==> src/core/slmrc_pkg.sv <==
// Package: register map, encodings and timing counts of the loop mode and reset control
package slmrc_pkg;
	localparam int CLK_MHZ = 250;
	// Register indices on the plain port
	localparam logic [3:0] ADDR_OSC_CFG   = 4'h0;
	localparam logic [3:0] ADDR_TRIM      = 4'h1;
	localparam logic [3:0] ADDR_HOST_IF   = 4'h2;
	localparam logic [3:0] ADDR_L1_CTRL   = 4'h3;
	localparam logic [3:0] ADDR_L2_CTRL   = 4'h4;
	localparam logic [3:0] ADDR_MODE_STS  = 4'h5;
	localparam logic [3:0] ADDR_INT_STS   = 4'h6;
	localparam logic [3:0] ADDR_INT_MASK  = 4'h7;
	localparam logic [3:0] ADDR_BOOT_STS  = 4'h8;
	localparam logic [3:0] ADDR_STRAP     = 4'h9;
	// Field positions
	localparam int SEL_A_BIT = 3;
	localparam int MODE2_LSB    = 4;
	// Reset values
	localparam logic [23:0] TRIM_RST = 24'h000000;
	localparam logic [1:0]  MASK_RST = 2'h0;
	// Loop mode codes
	localparam logic [3:0] MODE_AUTO     = 4'h0;
	localparam logic [3:0] MODE_FREERUN  = 4'h1;
	localparam logic [3:0] MODE_HOLDOVER = 4'h2;
	localparam logic [3:0] MODE_LOCKED   = 4'h4;
	localparam logic [3:0] MODE_PRELOCK2 = 4'h5;
	localparam logic [3:0] MODE_PRELOCK  = 4'h6;
	localparam logic [3:0] MODE_LOSTPH   = 4'h7;
	// Host interface select codes
	localparam logic [1:0] HOST_TWI_MASTER = 2'h3;
	// Oscillator frequency table in kHz, indexed by the 3-bit code
	localparam logic [15:0] OSC_KHZ [8] = '{16'd10000, 16'd12800,
		16'd13000, 16'd19440, 16'd20000, 16'd24576, 16'd25000,
		16'd30720};
	// Timing
	localparam int STRAP_HOLD_MS   = 2;
	// Milliseconds to microseconds, then cycles per microsecond
	localparam int STRAP_CYC       = STRAP_HOLD_MS * 1000 * CLK_MHZ;
	localparam int STABLE_NOLOAD_MS = 10;
	localparam int STABLE_LOAD_MS   = 100;
	localparam int NOLOAD_CYC = STABLE_NOLOAD_MS * 1000 * CLK_MHZ;
	localparam int LOAD_CYC   = STABLE_LOAD_MS * 1000 * CLK_MHZ;
	localparam int MAX_RETRY  = 2;
	localparam int TRIM_PPM_MAX = 741;
	typedef enum logic [2:0] {
		SLMRC_BOOT_STRAP, SLMRC_BOOT_LOAD, SLMRC_BOOT_WAIT,
		SLMRC_BOOT_SETTLE, SLMRC_BOOT_READY, SLMRC_BOOT_HALT
	} slmrc_boot_t;
	typedef enum logic [1:0] {
		SLMRC_AUTO_FREE, SLMRC_AUTO_PRE, SLMRC_AUTO_LOCK, SLMRC_AUTO_HOLD
	} slmrc_auto_t;
endpackage

==> src/core/slmrc_top.sv <==
// Top: reset and strap sampling, boot sequencing, oscillator config, loops
// Operation
// Board holds device reset low at least 50 us.
// Reset low until oscillator runs, or pulsed again after.
// Board holds straps steady 2 ms after reset release; sampled then.
// With memory load, clocks stable within 100 ms of release; code times each load attempt for 100 ms from its own start.
// Failed load retried up to twice; third failure halts device.
// Without memory load, clocks stable within 10 ms of release.
// Internal timing uses the oscillator edge chosen by edge-select bit.
// Three-bit code selects one of eight nominal oscillator frequencies.
// Frequency code comes from straps, writable through config register.
// 24-bit nominal frequency trim, range plus or minus 741 ppm.
// Each loop has a 4-bit mode control field with fixed codes.
// Per-loop 4-bit status always shows the present mode.
// A mode change sets that loop's change flag.
// Interrupt while change flag and mask bit are one; masks reset zero.
// Host interface straps set the default interface selection.
// Automatic mode goes to locked once the lock flag is one.
// Forced modes hold regardless of input events until rewritten.
// Change flag sticky until cleared; interrupt drops on clear or mask.
//
// Design decisions made here: the plain strobed port and the register addresses.
`timescale 1ns/10ps
`default_nettype none
module slmrc_top
	import slmrc_pkg::*;
#(
	parameter int STRAP_CYCLES  = STRAP_CYC,
	parameter int NOLOAD_CYCLES = NOLOAD_CYC,
	parameter int LOAD_CYCLES   = LOAD_CYC
) (
	input  wire logic        clk,
	input  wire logic        device_reset_low,
	input  wire logic        sys_osc_input,
	input  wire logic [2:0]  osc_freq_strap,
	input  wire logic [1:0]  host_if_strap,
	input  wire logic        line_rate_strap,
	input  wire logic        load_done,
	input  wire logic        load_fail,
	input  wire logic        l1_selected,
	input  wire logic        l1_lock,
	input  wire logic        l1_lost,
	input  wire logic        l2_selected,
	input  wire logic        l2_lock,
	input  wire logic        l2_lost,
	input  wire logic [3:0]  reg_addr,
	input  wire logic [31:0] reg_wdata,
	input  wire logic        reg_wr,
	input  wire logic        reg_rd,
	output logic [31:0]      reg_rdata_q,
	output logic             load_start_q,
	output logic             clocks_stable_q,
	output logic             halted_q,
	output logic             osc_tick_q,
	output logic [15:0]      osc_khz_q,
	output logic [23:0]      trim_q,
	output logic [3:0]       l1_mode_q,
	output logic [3:0]       l2_mode_q,
	output logic             irq_q
);
	logic        rst_meta_q, rst_n;
	logic [31:0] cnt_q;
	logic [1:0]  retry_q;
	slmrc_boot_t boot_q;
	logic        strap_done_q;
	logic [2:0]  osc_freq_config_q;
	logic        sel_a_q;
	logic [1:0]  host_if_config_q;
	logic        line_rate_q;
	logic [3:0]  loop1_mode_ctrl_q, loop2_mode_ctrl_q;
	logic [1:0]  loop_mode_change_flag_q, mask_q;
	logic [3:0]  m1, m2;
	logic        c1, c2, tick;
	logic        wr_osc, wr_int;

	// Reset release through two flip-flops; assertion stays asynchronous
	always_ff @(posedge clk or negedge device_reset_low) begin
		if (!device_reset_low) begin
			rst_meta_q <= 1'b0;
			rst_n <= 1'b0;
		end else begin
			rst_meta_q <= 1'b1;
			rst_n <= rst_meta_q;
		end
	end

	assign wr_osc = reg_wr && reg_addr == ADDR_OSC_CFG;
	assign wr_int = reg_wr && reg_addr == ADDR_INT_STS;

	// Boot sequencer: strap window, optional memory load with retries
	always_ff @(posedge clk or negedge rst_n) begin
		if (!rst_n) begin
			boot_q <= SLMRC_BOOT_STRAP;
			cnt_q <= 32'h0;
			retry_q <= 2'h0;
			load_start_q <= 1'b0;
			clocks_stable_q <= 1'b0;
			halted_q <= 1'b0;
			strap_done_q <= 1'b0;
		end else begin
			load_start_q <= 1'b0;
			cnt_q <= cnt_q + 32'h1;
			case (boot_q)
			SLMRC_BOOT_STRAP: begin
				// Straps are only trusted at the end of the hold window
				if (cnt_q >= 32'(STRAP_CYCLES - 1)) begin
					strap_done_q <= 1'b1;
					if (host_if_strap == HOST_TWI_MASTER) begin
						boot_q <= SLMRC_BOOT_LOAD;
					end else begin
						boot_q <= SLMRC_BOOT_SETTLE;
					end
				end
			end
			SLMRC_BOOT_LOAD: begin
				load_start_q <= 1'b1;
				cnt_q <= 32'h0;
				boot_q <= SLMRC_BOOT_WAIT;
			end
			SLMRC_BOOT_WAIT: begin
				if (load_done) begin
					boot_q <= SLMRC_BOOT_READY;
					clocks_stable_q <= 1'b1;
				end else if (load_fail || cnt_q >= 32'(LOAD_CYCLES - 1)) begin
					if (retry_q == 2'(MAX_RETRY)) begin
						boot_q <= SLMRC_BOOT_HALT;
						halted_q <= 1'b1;
					end else begin
						retry_q <= retry_q + 2'h1;
						boot_q <= SLMRC_BOOT_LOAD;
					end
				end
			end
			SLMRC_BOOT_SETTLE: begin
				// Counter still runs from release, so this bounds total time
				if (cnt_q >= 32'(NOLOAD_CYCLES - 1)) begin
					boot_q <= SLMRC_BOOT_READY;
					clocks_stable_q <= 1'b1;
				end
			end
			SLMRC_BOOT_READY: cnt_q <= cnt_q;
			SLMRC_BOOT_HALT:  cnt_q <= cnt_q;
			default: boot_q <= SLMRC_BOOT_HALT;
			endcase
		end
	end

	// Oscillator config: strap copy at window end, software may override
	always_ff @(posedge clk or negedge rst_n) begin
		if (!rst_n) begin
			osc_freq_config_q <= 3'h0;
			sel_a_q <= 1'b0;
			host_if_config_q <= 2'h0;
			line_rate_q <= 1'b0;
		end else if (boot_q == SLMRC_BOOT_STRAP && !strap_done_q
			&& cnt_q >= 32'(STRAP_CYCLES - 1)) begin
			osc_freq_config_q <= osc_freq_strap;
			host_if_config_q <= host_if_strap;
			line_rate_q <= line_rate_strap;
		end else begin
			if (wr_osc) begin
				osc_freq_config_q <= reg_wdata[2:0];
				sel_a_q <= reg_wdata[SEL_A_BIT];
			end
			if (reg_wr && reg_addr == ADDR_HOST_IF) begin
				host_if_config_q <= reg_wdata[1:0];
			end
		end
	end

	// Trim and loop controls; forced codes stay until rewritten
	always_ff @(posedge clk or negedge rst_n) begin
		if (!rst_n) begin
			trim_q <= TRIM_RST;
			loop1_mode_ctrl_q <= MODE_AUTO;
			loop2_mode_ctrl_q <= MODE_AUTO;
			mask_q <= MASK_RST;
		end else if (reg_wr) begin
			case (reg_addr)
			ADDR_TRIM:     trim_q <= reg_wdata[23:0];
			ADDR_L1_CTRL:  loop1_mode_ctrl_q <= reg_wdata[3:0];
			ADDR_L2_CTRL:  loop2_mode_ctrl_q <= reg_wdata[3:0];
			ADDR_INT_MASK: mask_q <= reg_wdata[1:0];
			default: ;
			endcase
		end
	end

	// Nominal frequency follows the code; trim applied downstream
	always_ff @(posedge clk or negedge rst_n) begin
		if (!rst_n) begin
			osc_khz_q <= 16'h0;
		end else begin
			osc_khz_q <= OSC_KHZ[osc_freq_config_q];
		end
	end

	slmrc_edge_sel u_edge (
		.clk           (clk),
		.rst_n         (rst_n),
		.sys_osc_input (sys_osc_input),
		.sel_a         (sel_a_q),
		.tick_q        (tick)
	);

	slmrc_loop_mode u_loop1 (
		.clk         (clk),
		.rst_n       (rst_n),
		.ctrl        (loop1_mode_ctrl_q),
		.in_selected (l1_selected),
		.in_lock     (l1_lock),
		.in_lost     (l1_lost),
		.mode_q      (m1),
		.change_q    (c1)
	);

	slmrc_loop_mode u_loop2 (
		.clk         (clk),
		.rst_n       (rst_n),
		.ctrl        (loop2_mode_ctrl_q),
		.in_selected (l2_selected),
		.in_lock     (l2_lock),
		.in_lost     (l2_lost),
		.mode_q      (m2),
		.change_q    (c2)
	);

	// Sticky change flags: set beats a simultaneous write-one clear
	always_ff @(posedge clk or negedge rst_n) begin
		if (!rst_n) begin
			loop_mode_change_flag_q <= 2'h0;
		end else begin
			loop_mode_change_flag_q <= (loop_mode_change_flag_q
				& ~(wr_int ? reg_wdata[1:0] : 2'h0)) | {c2, c1};
		end
	end

	// Registered outputs; irq lags flag or mask by one cycle
	always_ff @(posedge clk or negedge rst_n) begin
		if (!rst_n) begin
			irq_q <= 1'b0;
			osc_tick_q <= 1'b0;
			l1_mode_q <= MODE_FREERUN;
			l2_mode_q <= MODE_FREERUN;
		end else begin
			irq_q <= |(loop_mode_change_flag_q & mask_q);
			osc_tick_q <= tick;
			l1_mode_q <= m1;
			l2_mode_q <= m2;
		end
	end

	// Read port: data in the cycle after the strobe, unmapped reads zero
	always_ff @(posedge clk or negedge rst_n) begin
		if (!rst_n) begin
			reg_rdata_q <= 32'h0;
		end else if (reg_rd) begin
			case (reg_addr)
			ADDR_OSC_CFG:  reg_rdata_q <= {28'h0, sel_a_q, osc_freq_config_q};
			ADDR_TRIM:     reg_rdata_q <= {8'h0, trim_q};
			ADDR_HOST_IF:  reg_rdata_q <= {30'h0, host_if_config_q};
			ADDR_L1_CTRL:  reg_rdata_q <= {28'h0, loop1_mode_ctrl_q};
			ADDR_L2_CTRL:  reg_rdata_q <= {28'h0, loop2_mode_ctrl_q};
			ADDR_MODE_STS: reg_rdata_q <= {24'h0, m2, m1};
			ADDR_INT_STS:  reg_rdata_q <= {30'h0, loop_mode_change_flag_q};
			ADDR_INT_MASK: reg_rdata_q <= {30'h0, mask_q};
			ADDR_BOOT_STS: reg_rdata_q <= {27'h0, retry_q, halted_q,
				clocks_stable_q, strap_done_q};
			ADDR_STRAP:    reg_rdata_q <= {31'h0, line_rate_q};
			default:       reg_rdata_q <= 32'h0;
			endcase
		end else begin
			reg_rdata_q <= 32'h0;
		end
	end

	// Interrupt follows flag and mask one cycle later, both ways
	irq_gate_a: assert property (@(posedge clk)
		disable iff (!rst_n)
		(|(loop_mode_change_flag_q & mask_q)) |=> irq_q)
		else $error("irq not raised by flag and mask");
	irq_drop_a: assert property (@(posedge clk)
		disable iff (!rst_n)
		!(|(loop_mode_change_flag_q & mask_q)) |=> !irq_q)
		else $error("irq not withdrawn");
	flag_sticky_a: assert property (@(posedge clk)
		disable iff (!rst_n)
		(loop_mode_change_flag_q[0] && !(wr_int && reg_wdata[0]))
		|=> loop_mode_change_flag_q[0])
		else $error("change flag dropped without clear");
	flag_set_a: assert property (@(posedge clk)
		disable iff (!rst_n) c1 |=> loop_mode_change_flag_q[0])
		else $error("change flag not set");
	halt_retry_a: assert property (@(posedge clk)
		disable iff (!rst_n) $rose(halted_q) |-> retry_q == 2'(MAX_RETRY))
		else $error("halt before two retries");
	strap_take_a: assert property (@(posedge clk)
		disable iff (!rst_n)
		$rose(strap_done_q) |-> osc_freq_config_q == $past(osc_freq_strap))
		else $error("strap not sampled");
	stable_noload_a: assert property (@(posedge clk)
		disable iff (!rst_n)
		(boot_q == SLMRC_BOOT_SETTLE) |-> cnt_q < 32'(NOLOAD_CYCLES))
		else $error("stable clocks late");
	cover_irq: cover property (@(posedge clk) disable iff (!rst_n) irq_q);
	cover_halt: cover property (@(posedge clk) disable iff (!rst_n)
		halted_q);
	cover_stable: cover property (@(posedge clk) disable iff (!rst_n)
		$rose(clocks_stable_q));
endmodule
`default_nettype wire

==> src/core/slmrc_edge_sel.sv <==
// Module: selects the active edge of the system oscillator as a tick
`timescale 1ns/10ps
`default_nettype none
module slmrc_edge_sel
	import slmrc_pkg::*;
(
	input  wire logic clk,
	input  wire logic rst_n,
	input  wire logic sys_osc_input,
	input  wire logic sel_a,
	output logic      tick_q
);
	logic s1_q, s2_q, s3_q;
	// Sync then detect the chosen edge; s1 feeds s2 only
	always_ff @(posedge clk or negedge rst_n) begin
		if (!rst_n) begin
			s1_q <= 1'b0;
			s2_q <= 1'b0;
			s3_q <= 1'b0;
			tick_q <= 1'b0;
		end else begin
			s1_q <= sys_osc_input;
			s2_q <= s1_q;
			s3_q <= s2_q;
			tick_q <= sel_a ? (s3_q & ~s2_q) : (~s3_q & s2_q);
		end
	end
endmodule
`default_nettype wire

==> src/core/slmrc_loop_mode.sv <==
// Module: one loop's operating mode control, forced or automatic
`timescale 1ns/10ps
`default_nettype none
module slmrc_loop_mode
	import slmrc_pkg::*;
(
	input  wire logic       clk,
	input  wire logic       rst_n,
	input  wire logic [3:0] ctrl,
	input  wire logic       in_selected,
	input  wire logic       in_lock,
	input  wire logic       in_lost,
	output logic [3:0]      mode_q,
	output logic            change_q
);
	slmrc_auto_t auto_q;
	logic [3:0]  auto_mode, mode_d;
	// Automatic walk: free-run, pre-locked, locked, holdover
	always_ff @(posedge clk or negedge rst_n) begin
		if (!rst_n) begin
			auto_q <= SLMRC_AUTO_FREE;
		end else if (ctrl != MODE_AUTO) begin
			auto_q <= SLMRC_AUTO_FREE;
		end else begin
			case (auto_q)
			SLMRC_AUTO_FREE: if (in_selected) auto_q <= SLMRC_AUTO_PRE;
			SLMRC_AUTO_PRE: begin
				if (in_lost) auto_q <= SLMRC_AUTO_HOLD;
				else if (in_lock) auto_q <= SLMRC_AUTO_LOCK;
			end
			SLMRC_AUTO_LOCK: if (in_lost) auto_q <= SLMRC_AUTO_HOLD;
			SLMRC_AUTO_HOLD: if (in_selected) auto_q <= SLMRC_AUTO_PRE;
			default: auto_q <= SLMRC_AUTO_FREE;
			endcase
		end
	end
	always_comb begin
		case (auto_q)
		SLMRC_AUTO_PRE:  auto_mode = MODE_PRELOCK;
		SLMRC_AUTO_LOCK: auto_mode = MODE_LOCKED;
		SLMRC_AUTO_HOLD: auto_mode = MODE_HOLDOVER;
		default:         auto_mode = MODE_FREERUN;
		endcase
	end
	// Forced codes override qualification; reserved codes keep the mode
	always_comb begin
		case (ctrl)
		MODE_AUTO:     mode_d = auto_mode;
		MODE_FREERUN, MODE_HOLDOVER, MODE_LOCKED, MODE_PRELOCK2,
		MODE_PRELOCK, MODE_LOSTPH: mode_d = ctrl;
		default:       mode_d = mode_q;
		endcase
	end
	always_ff @(posedge clk or negedge rst_n) begin
		if (!rst_n) begin
			mode_q <= MODE_FREERUN;
			change_q <= 1'b0;
		end else begin
			mode_q <= mode_d;
			change_q <= (mode_d != mode_q);
		end
	end
	forced_hold_a: assert property (@(posedge clk)
		disable iff (!rst_n)
		(ctrl == MODE_LOCKED && $past(ctrl) == MODE_LOCKED)
		|=> mode_q == MODE_LOCKED)
		else $error("forced mode not held");
	// The change pulse is launched on the same edge as the new mode
	change_pulse_a: assert property (@(posedge clk)
		disable iff (!rst_n) (mode_q != $past(mode_q)) |-> change_q)
		else $error("mode change not flagged");
	auto_lock_a: assert property (@(posedge clk)
		disable iff (!rst_n)
		(ctrl == MODE_AUTO && auto_q == SLMRC_AUTO_PRE && in_lock
		&& !in_lost) ##1 (ctrl == MODE_AUTO) |=> mode_q == MODE_LOCKED)
		else $error("auto lock not reached");
	cover_auto_lock: cover property (@(posedge clk) disable iff (!rst_n)
		mode_q == MODE_LOCKED && ctrl == MODE_AUTO);
endmodule
`default_nettype wire

==> config.mk <==
export PLATFORM = sky130hd
export DESIGN_NAME = slmrc_top
export DESIGN_NICKNAME = d
export VERILOG_FILES = /design/src/core/slmrc_pkg.sv /design/src/core/slmrc_top.sv /design/src/core/slmrc_edge_sel.sv /design/src/core/slmrc_loop_mode.sv
export SDC_FILE = /design/constraint.sdc
export NUM_CORES = 1
export LEC_CHECK = 0
export ABC_AREA = 1
export BUFFER_PORTS_ARGS = -buffer_cell sky130_fd_sc_hd__buf_2
export CORE_ASPECT_RATIO = 1.75
export CORE_MARGIN = 4
export CORE_UTILIZATION = 35
export CTS_BUF_LIST = sky130_fd_sc_hd__clkbuf_8
export DETAILED_ROUTE_END_ITERATION = 10
export SYNTH_ARGS = -nofsm -noshare
export SYNTH_HDL_FRONTEND = slang
export SYNTH_HIERARCHICAL = 1
export SYNTH_SLANG_ARGS = --single-unit
==> constraint.sdc <==
create_clock -name clk -period 5.2 [get_ports clk]
set_clock_uncertainty 0.05 [all_clocks]
set_input_delay 1.04 -clock clk [delete_from_list [all_inputs] [get_ports clk]]
set_output_delay 1.04 -clock clk [all_outputs]
set_load 0.02 [all_outputs]
==> results of run 1 <==
## worst reg2reg max path: cells and delay by family, from the launching register on
family	cells	cell delay (ns)
adders and majority gates	1	0.25
and+or+nand+nor	11	1.04
buffers and inverters	1	0.21
DFF	1	0.42
## routing by layer
metal  GRT usage  vias up  wire length, um
li1            -     3044                -
met1       0.179     2858             6950
met2       0.313      120            10800
met3      0.0329       48              601
met4      0.0838        0              728
met5           0        -                0
## flip-flops by register name (all words and copies together), names as in the netlist, 2 cells and up
name                     flops
boot_q                       3
cnt_q                       32
host_if_config_q             2
l1_mode_q                    4
l2_mode_q                    4
loop1_mode_ctrl_q            4
loop2_mode_ctrl_q            4
loop_mode_change_flag_q      2
mask_q                       2
osc_freq_config_q            3
osc_khz_q                   12
reg_rdata_q                 24
retry_q                      2
trim_q                      24
u_loop1/auto_q               2
u_loop1/mode_q               4
u_loop2/auto_q               2
u_loop2/mode_q               4
## cells by family (layout without fill, tap and decap cells)
group,count (synthesis),in the layout,share of synthesized area
buffers and inverters,155,283,0.0892
AO/OA/AOI/OAI,129,129,0.103
other,2,13,0.00103
AND/OR/NAND/NOR,427,427,0.253
flip-flops,150,150,0.516
adder cells (fa/ha/maj),15,15,0.0258
XOR/XNOR,4,4,0.00481
multiplexers,5,5,0.00756
## final timing paths
check | from | to | slack (ns) | cells after the start
setup / recovery | reg_addr[1] | trim_q[6]$_DFFE_PN0P_ | 2.70 | 6
hold / removal | rst_n$_DFF_PN0_ | loop2_mode_ctrl_q[2]$_DFFE_PN0P_ | 0.23 | 0
setup reg to reg | cnt_q[0]$_DFFE_PN0N_ | host_if_config_q[0]$_DFFE_PN0P_ | 3.13 | 13
hold reg to reg | rst_n$_DFF_PN0_ | loop2_mode_ctrl_q[2]$_DFFE_PN0P_ | 0.23 | 0
max in group asynchronous | rst_n$_DFF_PN0_ | cnt_q[9]$_DFFE_PN0N_ | 3.66 | 1
min in group clk | u_edge/s1_q$_DFF_PN0_ | u_edge/s2_q$_DFF_PN0_ | 0.31 | 0
## power groups by stage
stage	registers [mW]	clock network [mW]	logic (mW)
CTS	1.48	1.10	0.662
detailed placement	1.50	0	0.658
floorplan	1.60	0	0.325
global route	1.50	1.14	0.738
finish	1.48	1.07	0.651
global placement	1.50	0	0.650
## layout make-up
type,instances,area [um^2],share of cell area
clock buffers,20,275,0.0321
inverters,129,485,0.0567
clock inverters,12,199,0.0232
multi-input cells,593,2920,0.340
flip-flops and latches,150,3760,0.439
repair buffers,122,618,0.0722
well taps,248,310,0.0362
## stage by stage
stage	hold WS (ns)	cells	utilization	cell area, um^2	setup WS (ns)
floorplan	0.281	898	-	7320	0.668
global placement	0.247	1242	0.397	8090	2.21
detailed placement	0.242	1242	0.397	8090	2.20
CTS	0.246	1274	0.420	8570	2.71
global route	0.257	1274	0.420	8570	2.48
finish	0.228	1274	0.420	8570	2.70
## layout by cell type, fill, tap and decap left out, types with 2 or more instances in the layout
master / count
inv_2: 8
nor2_4: 3
xor2_1: 4
ha_1: 15
o21ai_0: 44
mux2_2: 4
conb_1: 13
a211oi_1: 6
clkbuf_8: 20
nand3_2: 2
a31oi_1: 5
inv_1: 121
clkinvlp_4: 3
nor3_1: 11
dfstp_2: 4
o211ai_1: 4
a31oi_4: 2
o21ai_1: 5
nand3b_1: 2
bufinv_16: 5
o22ai_1: 4
nor3b_1: 2
a21oi_1: 47
buf_2: 119
buf_4: 3
clkinv_2: 2
o21bai_1: 8
dfrtp_1: 145
nand4_1: 14
nand3_1: 53
nor2_1: 125
nand2_1: 193
nand2_2: 7
nor2_2: 9
==> impl_metrics.py, run 1 <==
metrics = {
    "outcome": {
        "status": "completed",
    },
    "route": {
        "route.detailed.drc": 0,
        "viasPerCell": 4.76,
        "drt_pass1_iterations": 5,
        "first_iter_violations": 229,
        "avgRoutedWirePerCell_um": 15.0,
        "wl_um": 19100,
        "vias": 6070,
        "postRouteAntennaNets": 0,
    },
    "sta": {
        "rsz0062_at_grt": "false",
        "setup_tns_ns": 0,
        "maxSlewViolCount": 0,
        "setup_viol": 0,
        "min_period_ns": 2.50,
        "worst_pin_slew_ns": 0.841,
        "slew-limit-headroom": 0.439,
        "min_period_over_period": 0.481,
        "max_freq_mhz": 400,
        "hold_viol_final": 0,
    },
    "worst_setup_path": {
        "cp_cell_sequence": "buf_2 > inv_1 > nand2_1 > nor2_2 > nand2_2 > mux2_2",
        "critPathKind": "in2reg",
        "worstPathArrival_ns": 2.79,
        "slowest_stage": "nand2_2",
        "worstPathBufferInverterCount": 2,
        "crit_family": "simple AND/OR/NAND/NOR gates",
        "cp_max_fo": 44,
        "critPathLaunchType": "input pin",
        "cp-end-kind": "flip-flop",
        "critPathMaxStageDelay_ns": 0.58,
        "cp.required_ns": 5.49,
    },
    "logic_synthesis": {
        "yosysWarnings": 6,
        "yosys.area.top_type": "dfrtp_1",
        "seq_area_frac_synth": 0.516,
        "synth.distinct_cells": 45,
        "syn_area_um2": 7280,
        "syn_inst": 887,
        "synth_common_cells": "193 x nand2_1, 146 x dfrtp_1, 125 x nor2_1, 120 x inv_1, 53 x nand3_1",
        "syn_area_per_cell_um2": 8.21,
        "ys_top_cells_by_area": "dfrtp_1 50%, nand2_1 9.9%, nor2_1 6.4%, inv_1 6.2%, nand3_1 3.6%",
        "yosysTopAreaCellShare": 0.502,
        "synth_edf_count": 0,
        "async_reset_ff_frac": 1.00,
        "ys_ff_latch": 150,
        "yosys_most_used_dff": "dfrtp_1",
        "yosysMostFrequentCell": "nand2_1",
    },
    "placement": {
        "hpwl_um": 14600,
        "port-buffer-count": 119,
        "gp_congestion": 0.910,
    },
    "die": {
        "num_rows": 69,
        "pin_count": 140,
        "die_area_um2": 23300,
        "initial_core_util": 0.357,
        "die_h_um": 199,
        "coreArea_um2": 20400,
        "die_w_um": 117,
    },
    "clocking": {
        "cts_root_buf": "clkbuf_8",
        "clkTransAtPathRegs_ns": 0.08,
        "cts_sinks": 150,
        "hold_buffers": 0,
        "numCtsBuffers": 17,
        "cts_setup_buffers": 0,
        "cts_resized": 0,
        "htreeDepth": 4,
        "clockBufferDepth": 2,
        "cts_tree": "built",
        "clock_latency_ns": 0.47,
    },
    "power_and_ir_drop": {
        "power.density_nw_per_um2": 373,
        "seq_power_share": 0.462,
        "ir_drop_mv": 0.199,
        "cellInternalPower_mw": 2.18,
        "leakage_nw": 4.47,
        "p_switching_mw": 1.02,
        "pwr-share-comb": 0.204,
        "p_clk_frac": 0.334,
        "switching_share": 0.319,
        "power_mw": 3.20,
    },
    "hold_path": {
        "hp-class": "reg2async",
    },
    "global_route": {
        "grt_pass1_wl_um": 30100,
        "grt_overflow": 0,
        "grt_max_degree": 67,
        "grt_antenna_before_repair": 0,
        "first_global_vias": 5867,
        "grt_usage": 0.170,
    },
    "finish": {
        "layout.nets": 1083,
        "area_growth_pct": 17.6,
        "nFillCells": 2100,
        "n_antenna_cell": 0,
        "drive_gt1_frac": 0.193,
    },
    "run": {
        "maxCapViolations": 0,
    },
}
No activity file was read; power rests on OpenSTA's default activity.
==> run 2: changes to the inputs <==
Clock period 5.2 ns to 2.3 ns, I/O delays scaled along.
==> run 2 against run 1 <==
Net effect:
- register-to-register slack worse by 2.8 ns
- largest power group unchanged
- via count is 1.3% higher
- clock power is 99% higher
- die area stayed put
- critical endpoint is now osc_freq_config_q[2]$_DFFE_PN0P_
- non-clock buffer count is 9 higher
- sequential cell count stayed put
- sequential share of layout area is 0.35 points lower
- design area is 0.80% higher
- power is 120% higher
- setup slack worse by 2.3 ns
- global-route usage is 0.28 points higher
==> impl_metrics.py, run 2 (same netlist as run 1, synthesis figures left out) <==
metrics = {
    "die": {
        "die_w_um": 117,
        "num_rows": 69,
        "pin_count": 140,
        "coreArea_um2": 20400,
        "die_area_um2": 23300,
        "die_h_um": 199,
        "initial_core_util": 0.357,
    },
    "clocking": {
        "numCtsBuffers": 17,
        "htreeDepth": 4,
        "clkTransAtPathRegs_ns": 0.08,
        "cts_resized": 0,
        "cts_sinks": 150,
        "cts_tree": "built",
        "cts_setup_buffers": 0,
        "clock_latency_ns": 0.46,
        "hold_buffers": 1,
        "cts_root_buf": "clkbuf_8",
        "clockBufferDepth": 2,
    },
    "sta": {
        "min_period_ns": 1.94,
        "rsz0062_at_grt": "false",
        "maxSlewViolCount": 0,
        "hold_viol_final": 0,
        "worst_pin_slew_ns": 0.655,
        "setup_viol": 0,
        "min_period_over_period": 0.844,
        "slew-limit-headroom": 0.562,
        "setup_tns_ns": 0,
        "max_freq_mhz": 515,
    },
    "finish": {
        "reg.largest.list": "cnt_q x32, reg_rdata_q x24, trim_q x24",
        "drive_gt1_frac": 0.198,
        "layout.nets": 1092,
        "final_common_cell": "nand2_1",
        "largest_reg_flops": 32,
        "area_growth_pct": 18.6,
        "layout_common_cells": "193 x nand2_1, 145 x dfrtp_1, 125 x nor2_1, 122 x inv_1, 119 x buf_2",
        "top_register": "cnt_q",
        "stdcell_count": 1285,
    },
    "placement": {
        "port-buffer-count": 119,
        "hpwl_um": 15200,
        "gp_congestion": 0.906,
        "placed_cells_incl_taps": 1250,
    },
    "worst_setup_path": {
        "rrSetupSlack_ns": 0.36,
        "cp_max_fo": 7,
        "rr_worst_depth": 13,
        "critPathKind": "reg2reg",
        "critPathLaunchType": "flip-flop",
        "cp-end-kind": "flip-flop",
        "r2r-start": "cnt_q[0]$_DFFE_PN0N_",
        "reg2reg_to": "osc_freq_config_q[2]$_DFFE_PN0P_",
        "cp.required_ns": 2.59,
        "worstPathArrival_ns": 2.24,
    },
    "hold_path": {
        "hold_start": "sys_osc_input",
        "hold_depth": 1,
        "hp-class": "in2reg",
        "hold_end": "u_edge/s1_q$_DFF_PN0_",
    },
    "run": {
        "maxCapViolations": 0,
    },
    "route": {
        "route.detailed.drc": 0,
        "drt_pass1_iterations": 5,
        "viasPerCell": 4.79,
        "wl_um": 19400,
        "vias": 6151,
        "first_iter_violations": 308,
        "avgRoutedWirePerCell_um": 15.1,
        "postRouteAntennaNets": 0,
    },
    "global_route": {
        "grt_max_degree": 46,
        "first_global_vias": 6055,
        "grt_usage": 0.172,
        "grt_overflow": 0,
        "grt_antenna_before_repair": 1,
        "grt_pass1_wl_um": 30500,
    },
    "power_and_ir_drop": {
        "switching_share": 0.328,
        "p_clk_frac": 0.306,
        "ir_drop_mv": 0.481,
        "leakage_nw": 4.51,
        "cellInternalPower_mw": 4.68,
        "power_mw": 6.96,
        "p_switching_mw": 2.28,
        "seq_power_share": 0.481,
        "power.density_nw_per_um2": 806,
        "pwr-share-comb": 0.214,
    },
    "outcome": {
        "status": "completed",
    },
}
-- run 2: cell types whose count changed in the layout (fill, tap and decap cells not counted), moves of 2 or more --
cell,previous run,this run
buf_12,0,4
bufinv_16,5,3
diode_2,0,2
buf_4,3,7
-- run 2: power by group through the flow --
stage                     Sequential (mW)  Clock, mW  Combinational (mW)
after detailed placement             3.40          0                1.51
final                                3.35       2.13                1.49
after CTS                            3.35       2.20                1.52
after global routing                 3.41       2.29                1.67
after global placement               3.40          0                1.49
after floorplan                      3.62          0               0.736
-- run 2: how the worst max path moves through the flow --
stage                                  endpoint            startpoint  cells past startpoint
3_5_place_dp   osc_freq_config_q[2]$_DFFE_PN0P_  cnt_q[0]$_DFFE_PN0N_                     13
3_3_place_gp   osc_freq_config_q[2]$_DFFE_PN0P_  cnt_q[0]$_DFFE_PN0N_                     13
2_1_floorplan             boot_q[0]$_DFFE_PN0P_       rst_n$_DFF_PN0_                      0
6_report       osc_freq_config_q[2]$_DFFE_PN0P_  cnt_q[0]$_DFFE_PN0N_                     13
5_1_grt         host_if_config_q[0]$_DFFE_PN0P_  cnt_q[0]$_DFFE_PN0N_                     13
4_1_cts        osc_freq_config_q[2]$_DFFE_PN0P_  cnt_q[0]$_DFFE_PN0N_                     13
-- run 2: final cells by class --
type / instances / area (um^2)
flip-flops and latches: 150 / 3760
fillers: 2109 / 11700
well taps: 248 / 310
diodes: 2 / 5.00
repair buffers: 131 / 738
inverters: 129 / 485
clock inverters: 13 / 156
multi-input cells: 593 / 2920
clock buffers: 19 / 262
-- run 2: critical path, stage by stage (launching register included) --
cell and delay, ns:
dfrtp_1 0.41, ha_1 0.25, nand2_1 0.07, nor2_1 0.05, nand2_1 0.08, nand2_1 0.07
nand2_1 0.07, nand2_1 0.05, nand2_1 0.10, nand2_1 0.08, nand2_1 0.19, inv_1 0.18
nand2_1 0.10, nand3_1 0.08
-- run 2: layer usage --
| layer | up-vias | part of all wire | GRT usage |
|---|---|---|---|
| met5 | - | 0 | 0 |
| met4 | 0 | 0.045 | 0.102 |
| met3 | 52 | 0.034 | 0.0320 |
| met2 | 156 | 0.57 | 0.321 |
| met1 | 2870 | 0.35 | 0.172 |
| li1 | 3073 | - | - |
-- run 2: stage by stage --
step | utilization | worst slack (ns) | instance area [um^2] | hold WS (ns)
after floorplan | - | 0.679 | 7330 | 0.114
after global placement | 0.403 | 0.369 | 8200 | 0.196
after detailed placement | 0.403 | 0.353 | 8200 | 0.198
after CTS | 0.424 | 0.335 | 8630 | 0.0209
after global routing | 0.424 | 0.121 | 8630 | 0.0233
final | 0.424 | 0.359 | 8630 | 0.0595
==> run 3: changes to the inputs <==
Clock period 2.3 ns to 1.6 ns, I/O delays scaled along.
==> run 3 against run 2 <==
Net effect:
- the run now ends with negative setup slack left
- count of clock-buffer cells in the layout shrank 2
- sequential cell count unchanged
- largest cell class unchanged
- critical endpoint is now cnt_q[11]$_DFFE_PN0N_
- die area did not move
- critical path type unchanged
- final cell count up 8.0%
- setup slack got worse by 0.48 ns
- design area is 15% higher
- power up 47%
- first-iteration DRC count down 30%
==> impl_metrics.py, run 3 (same netlist as run 1, synthesis figures left out) <==
metrics = {
    "outcome": {
        "status": "finished, violations left",
        "violations": "negative setup slack",
    },
    "hold_path": {
        "hold_start": "reg_wdata[4]",
        "hold_end": "trim_q[4]$_DFFE_PN0P_",
        "hold_depth": 2,
        "hp-class": "in2reg",
    },
    "finish": {
        "top_register": "cnt_q",
        "final_common_cell": "nand2_1",
        "largest_reg_flops": 32,
        "layout_common_cells": "167 x nand2_1, 139 x dfrtp_1, 119 x buf_2, 117 x inv_1, 108 x nor2_1",
        "fin_util": 0.488,
        "layout.nets": 1196,
        "nFillCells": 2025,
        "area_growth_pct": 36.4,
        "drive_gt1_frac": 0.356,
        "reg.largest.list": "cnt_q x32, reg_rdata_q x24, trim_q x24",
    },
    "clocking": {
        "htreeDepth": 4,
        "cts_tree": "built",
        "numCtsBuffers": 17,
        "cts_root_buf": "clkbuf_8",
        "cts_sinks": 150,
        "clock_latency_ns": 0.46,
        "clockBufferDepth": 2,
        "clkTransAtPathRegs_ns": 0.08,
    },
    "die": {
        "die_h_um": 199,
        "die_area_um2": 23300,
        "die_w_um": 117,
        "num_rows": 69,
        "pin_count": 140,
        "coreArea_um2": 20400,
        "initial_core_util": 0.357,
    },
    "global_route": {
        "grt_antenna_before_repair": 1,
        "grt_max_degree": 36,
        "grt_usage": 0.180,
        "first_global_vias": 6656,
        "grt_pass1_wl_um": 32300,
        "grt_overflow": 0,
    },
    "sta": {
        "maxSlewViolCount": 0,
        "worst_slack_ns": -0.126,
        "hold_viol_final": 0,
        "setup_tns_ns": -1.37,
        "min_period_over_period": 1.08,
        "setup_viol": 25,
        "rsz0062_at_grt": "true",
        "max_freq_mhz": 580,
        "min_period_ns": 1.73,
    },
    "route": {
        "route.met3.wl_um": 670,
        "first_iter_violations": 217,
        "drt_pass1_iterations": 6,
        "viasPerCell": 4.75,
        "wl_met1_um": 7150,
        "dr.max_layer_used": "met4",
        "wl_met2_um": 11900,
        "avgRoutedWirePerCell_um": 14.9,
        "vias": 6593,
        "postRouteAntennaNets": 0,
        "wl_um": 20700,
        "route.detailed.drc": 0,
    },
    "power_and_ir_drop": {
        "leakage_nw": 5.17,
        "pwr-share-comb": 0.230,
        "p_switching_mw": 3.36,
        "power.density_nw_per_um2": 1030,
        "ir_drop_mv": 0.537,
        "p_clk_frac": 0.307,
        "seq_power_share": 0.463,
        "switching_share": 0.327,
        "cellInternalPower_mw": 6.91,
    },
    "placement": {
        "port-buffer-count": 119,
        "gp_congestion": 0.888,
        "pre_cts_ws_ns": -0.199,
        "hpwl_um": 15800,
    },
    "worst_setup_path": {
        "worstPathArrival_ns": 2.05,
        "critPathKind": "reg2reg",
        "reg2reg_to": "cnt_q[11]$_DFFE_PN0N_",
        "r2r-start": "cnt_q[4]$_DFFE_PN0N_",
        "rr_worst_depth": 9,
        "cp-end-kind": "flip-flop",
        "cp_max_fo": 4,
        "rrSetupSlack_ns": -0.13,
        "critPathLaunchType": "flip-flop",
        "cp.required_ns": 1.93,
    },
    "run": {
        "maxCapViolations": 0,
    },
}
==> run 3: cell types whose count changed in the layout (fill, tap and decap cells not counted), sizes merged <==
cell         delta
clkinvlp        -2
dlygate4sd3     +1
bufinv          +1
buf           +103
diode           -1
clkbuf          -2
clkinv          +3
==> run 3: layout make-up <==
class,instances,area [um^2],area share
Clock buffer,17,234,0.0236
Clock inverter,15,190,0.0191
Inverter,129,494,0.0498
Timing Repair Buffer,235,1570,0.158
Sequential cell,150,3770,0.380
Tap cell,248,310,0.0312
Multi-Input combinational cell,593,3360,0.339
Antenna cell,1,2.50,0.000252
==> run 3: critical path, cell delays in order (launching register included) <==
cell	delay, ns
dfrtp_1	0.40
nand2_2	0.13
nor3_4	0.26
nand3_4	0.12
buf_4	0.15
buf_4	0.12
buf_4	0.12
o21ai_1	0.10
nand2_1	0.07
a31oi_1	0.13
==> run 3: worst max-delay path by stage <==
stage                               from                         endpoint  slack (ns)  depth (start not counted)
detailed placement  cnt_q[1]$_DFFE_PN0N_  host_if_config_q[1]$_DFFE_PN0P_       -0.20                         13
finish              cnt_q[4]$_DFFE_PN0N_            cnt_q[11]$_DFFE_PN0N_       -0.13                          9
floorplan                rst_n$_DFF_PN0_            boot_q[0]$_DFFE_PN0P_       -0.02                          0
global route        cnt_q[4]$_DFFE_PN0N_            cnt_q[27]$_DFFE_PN0N_       -0.21                         10
CTS                 cnt_q[1]$_DFFE_PN0N_            cnt_q[23]$_DFFE_PN0N_       -0.14                         11
global placement    cnt_q[1]$_DFFE_PN0N_              sel_a_q$_DFFE_PN0P_       -0.18                         13
==> run 3: metal layers <==
layer | global-route usage | vias to the layer above
li1 | - | 3280
met1 | 0.180 | 3111
met2 | 0.343 | 148
met3 | 0.0295 | 54
met4 | 0.0982 | 0
met5 | 0 | -
==> run 3: what timing repair did <==
item | in CTS | in global routing
endpoints found under the setup margin | 32 | 47
pin swaps | 28 | 35
buffers inserted | 12 | 9
endpoints found under the hold margin | 3 | 0
cloned | 1 | 0
resized for setup | 75 | 67
hold buffers | 2 | 0
==> run 3: power by group through the flow <==
stage | combinational [mW] | sequential [mW] | clock, mW
floorplan | 1.06 | 5.20 | 0
global placement | 2.24 | 4.83 | 0
detailed placement | 2.27 | 4.84 | 0
CTS | 2.30 | 4.77 | 3.24
global route | 2.63 | 4.84 | 3.41
finish | 2.36 | 4.76 | 3.15
==> run 3: stage by stage <==
stage	instance area, um^2	hold WS [ns]	instances	power [mW]
after CTS	9650	0.00661	1378	10.3
after floorplan	7340	-0.0256	898	6.25
after detailed placement	8830	0.0585	1331	7.11
after global routing	9930	0.0271	1388	10.9
after global placement	8830	0.0558	1331	7.06
final	9930	0.0381	1388	10.3
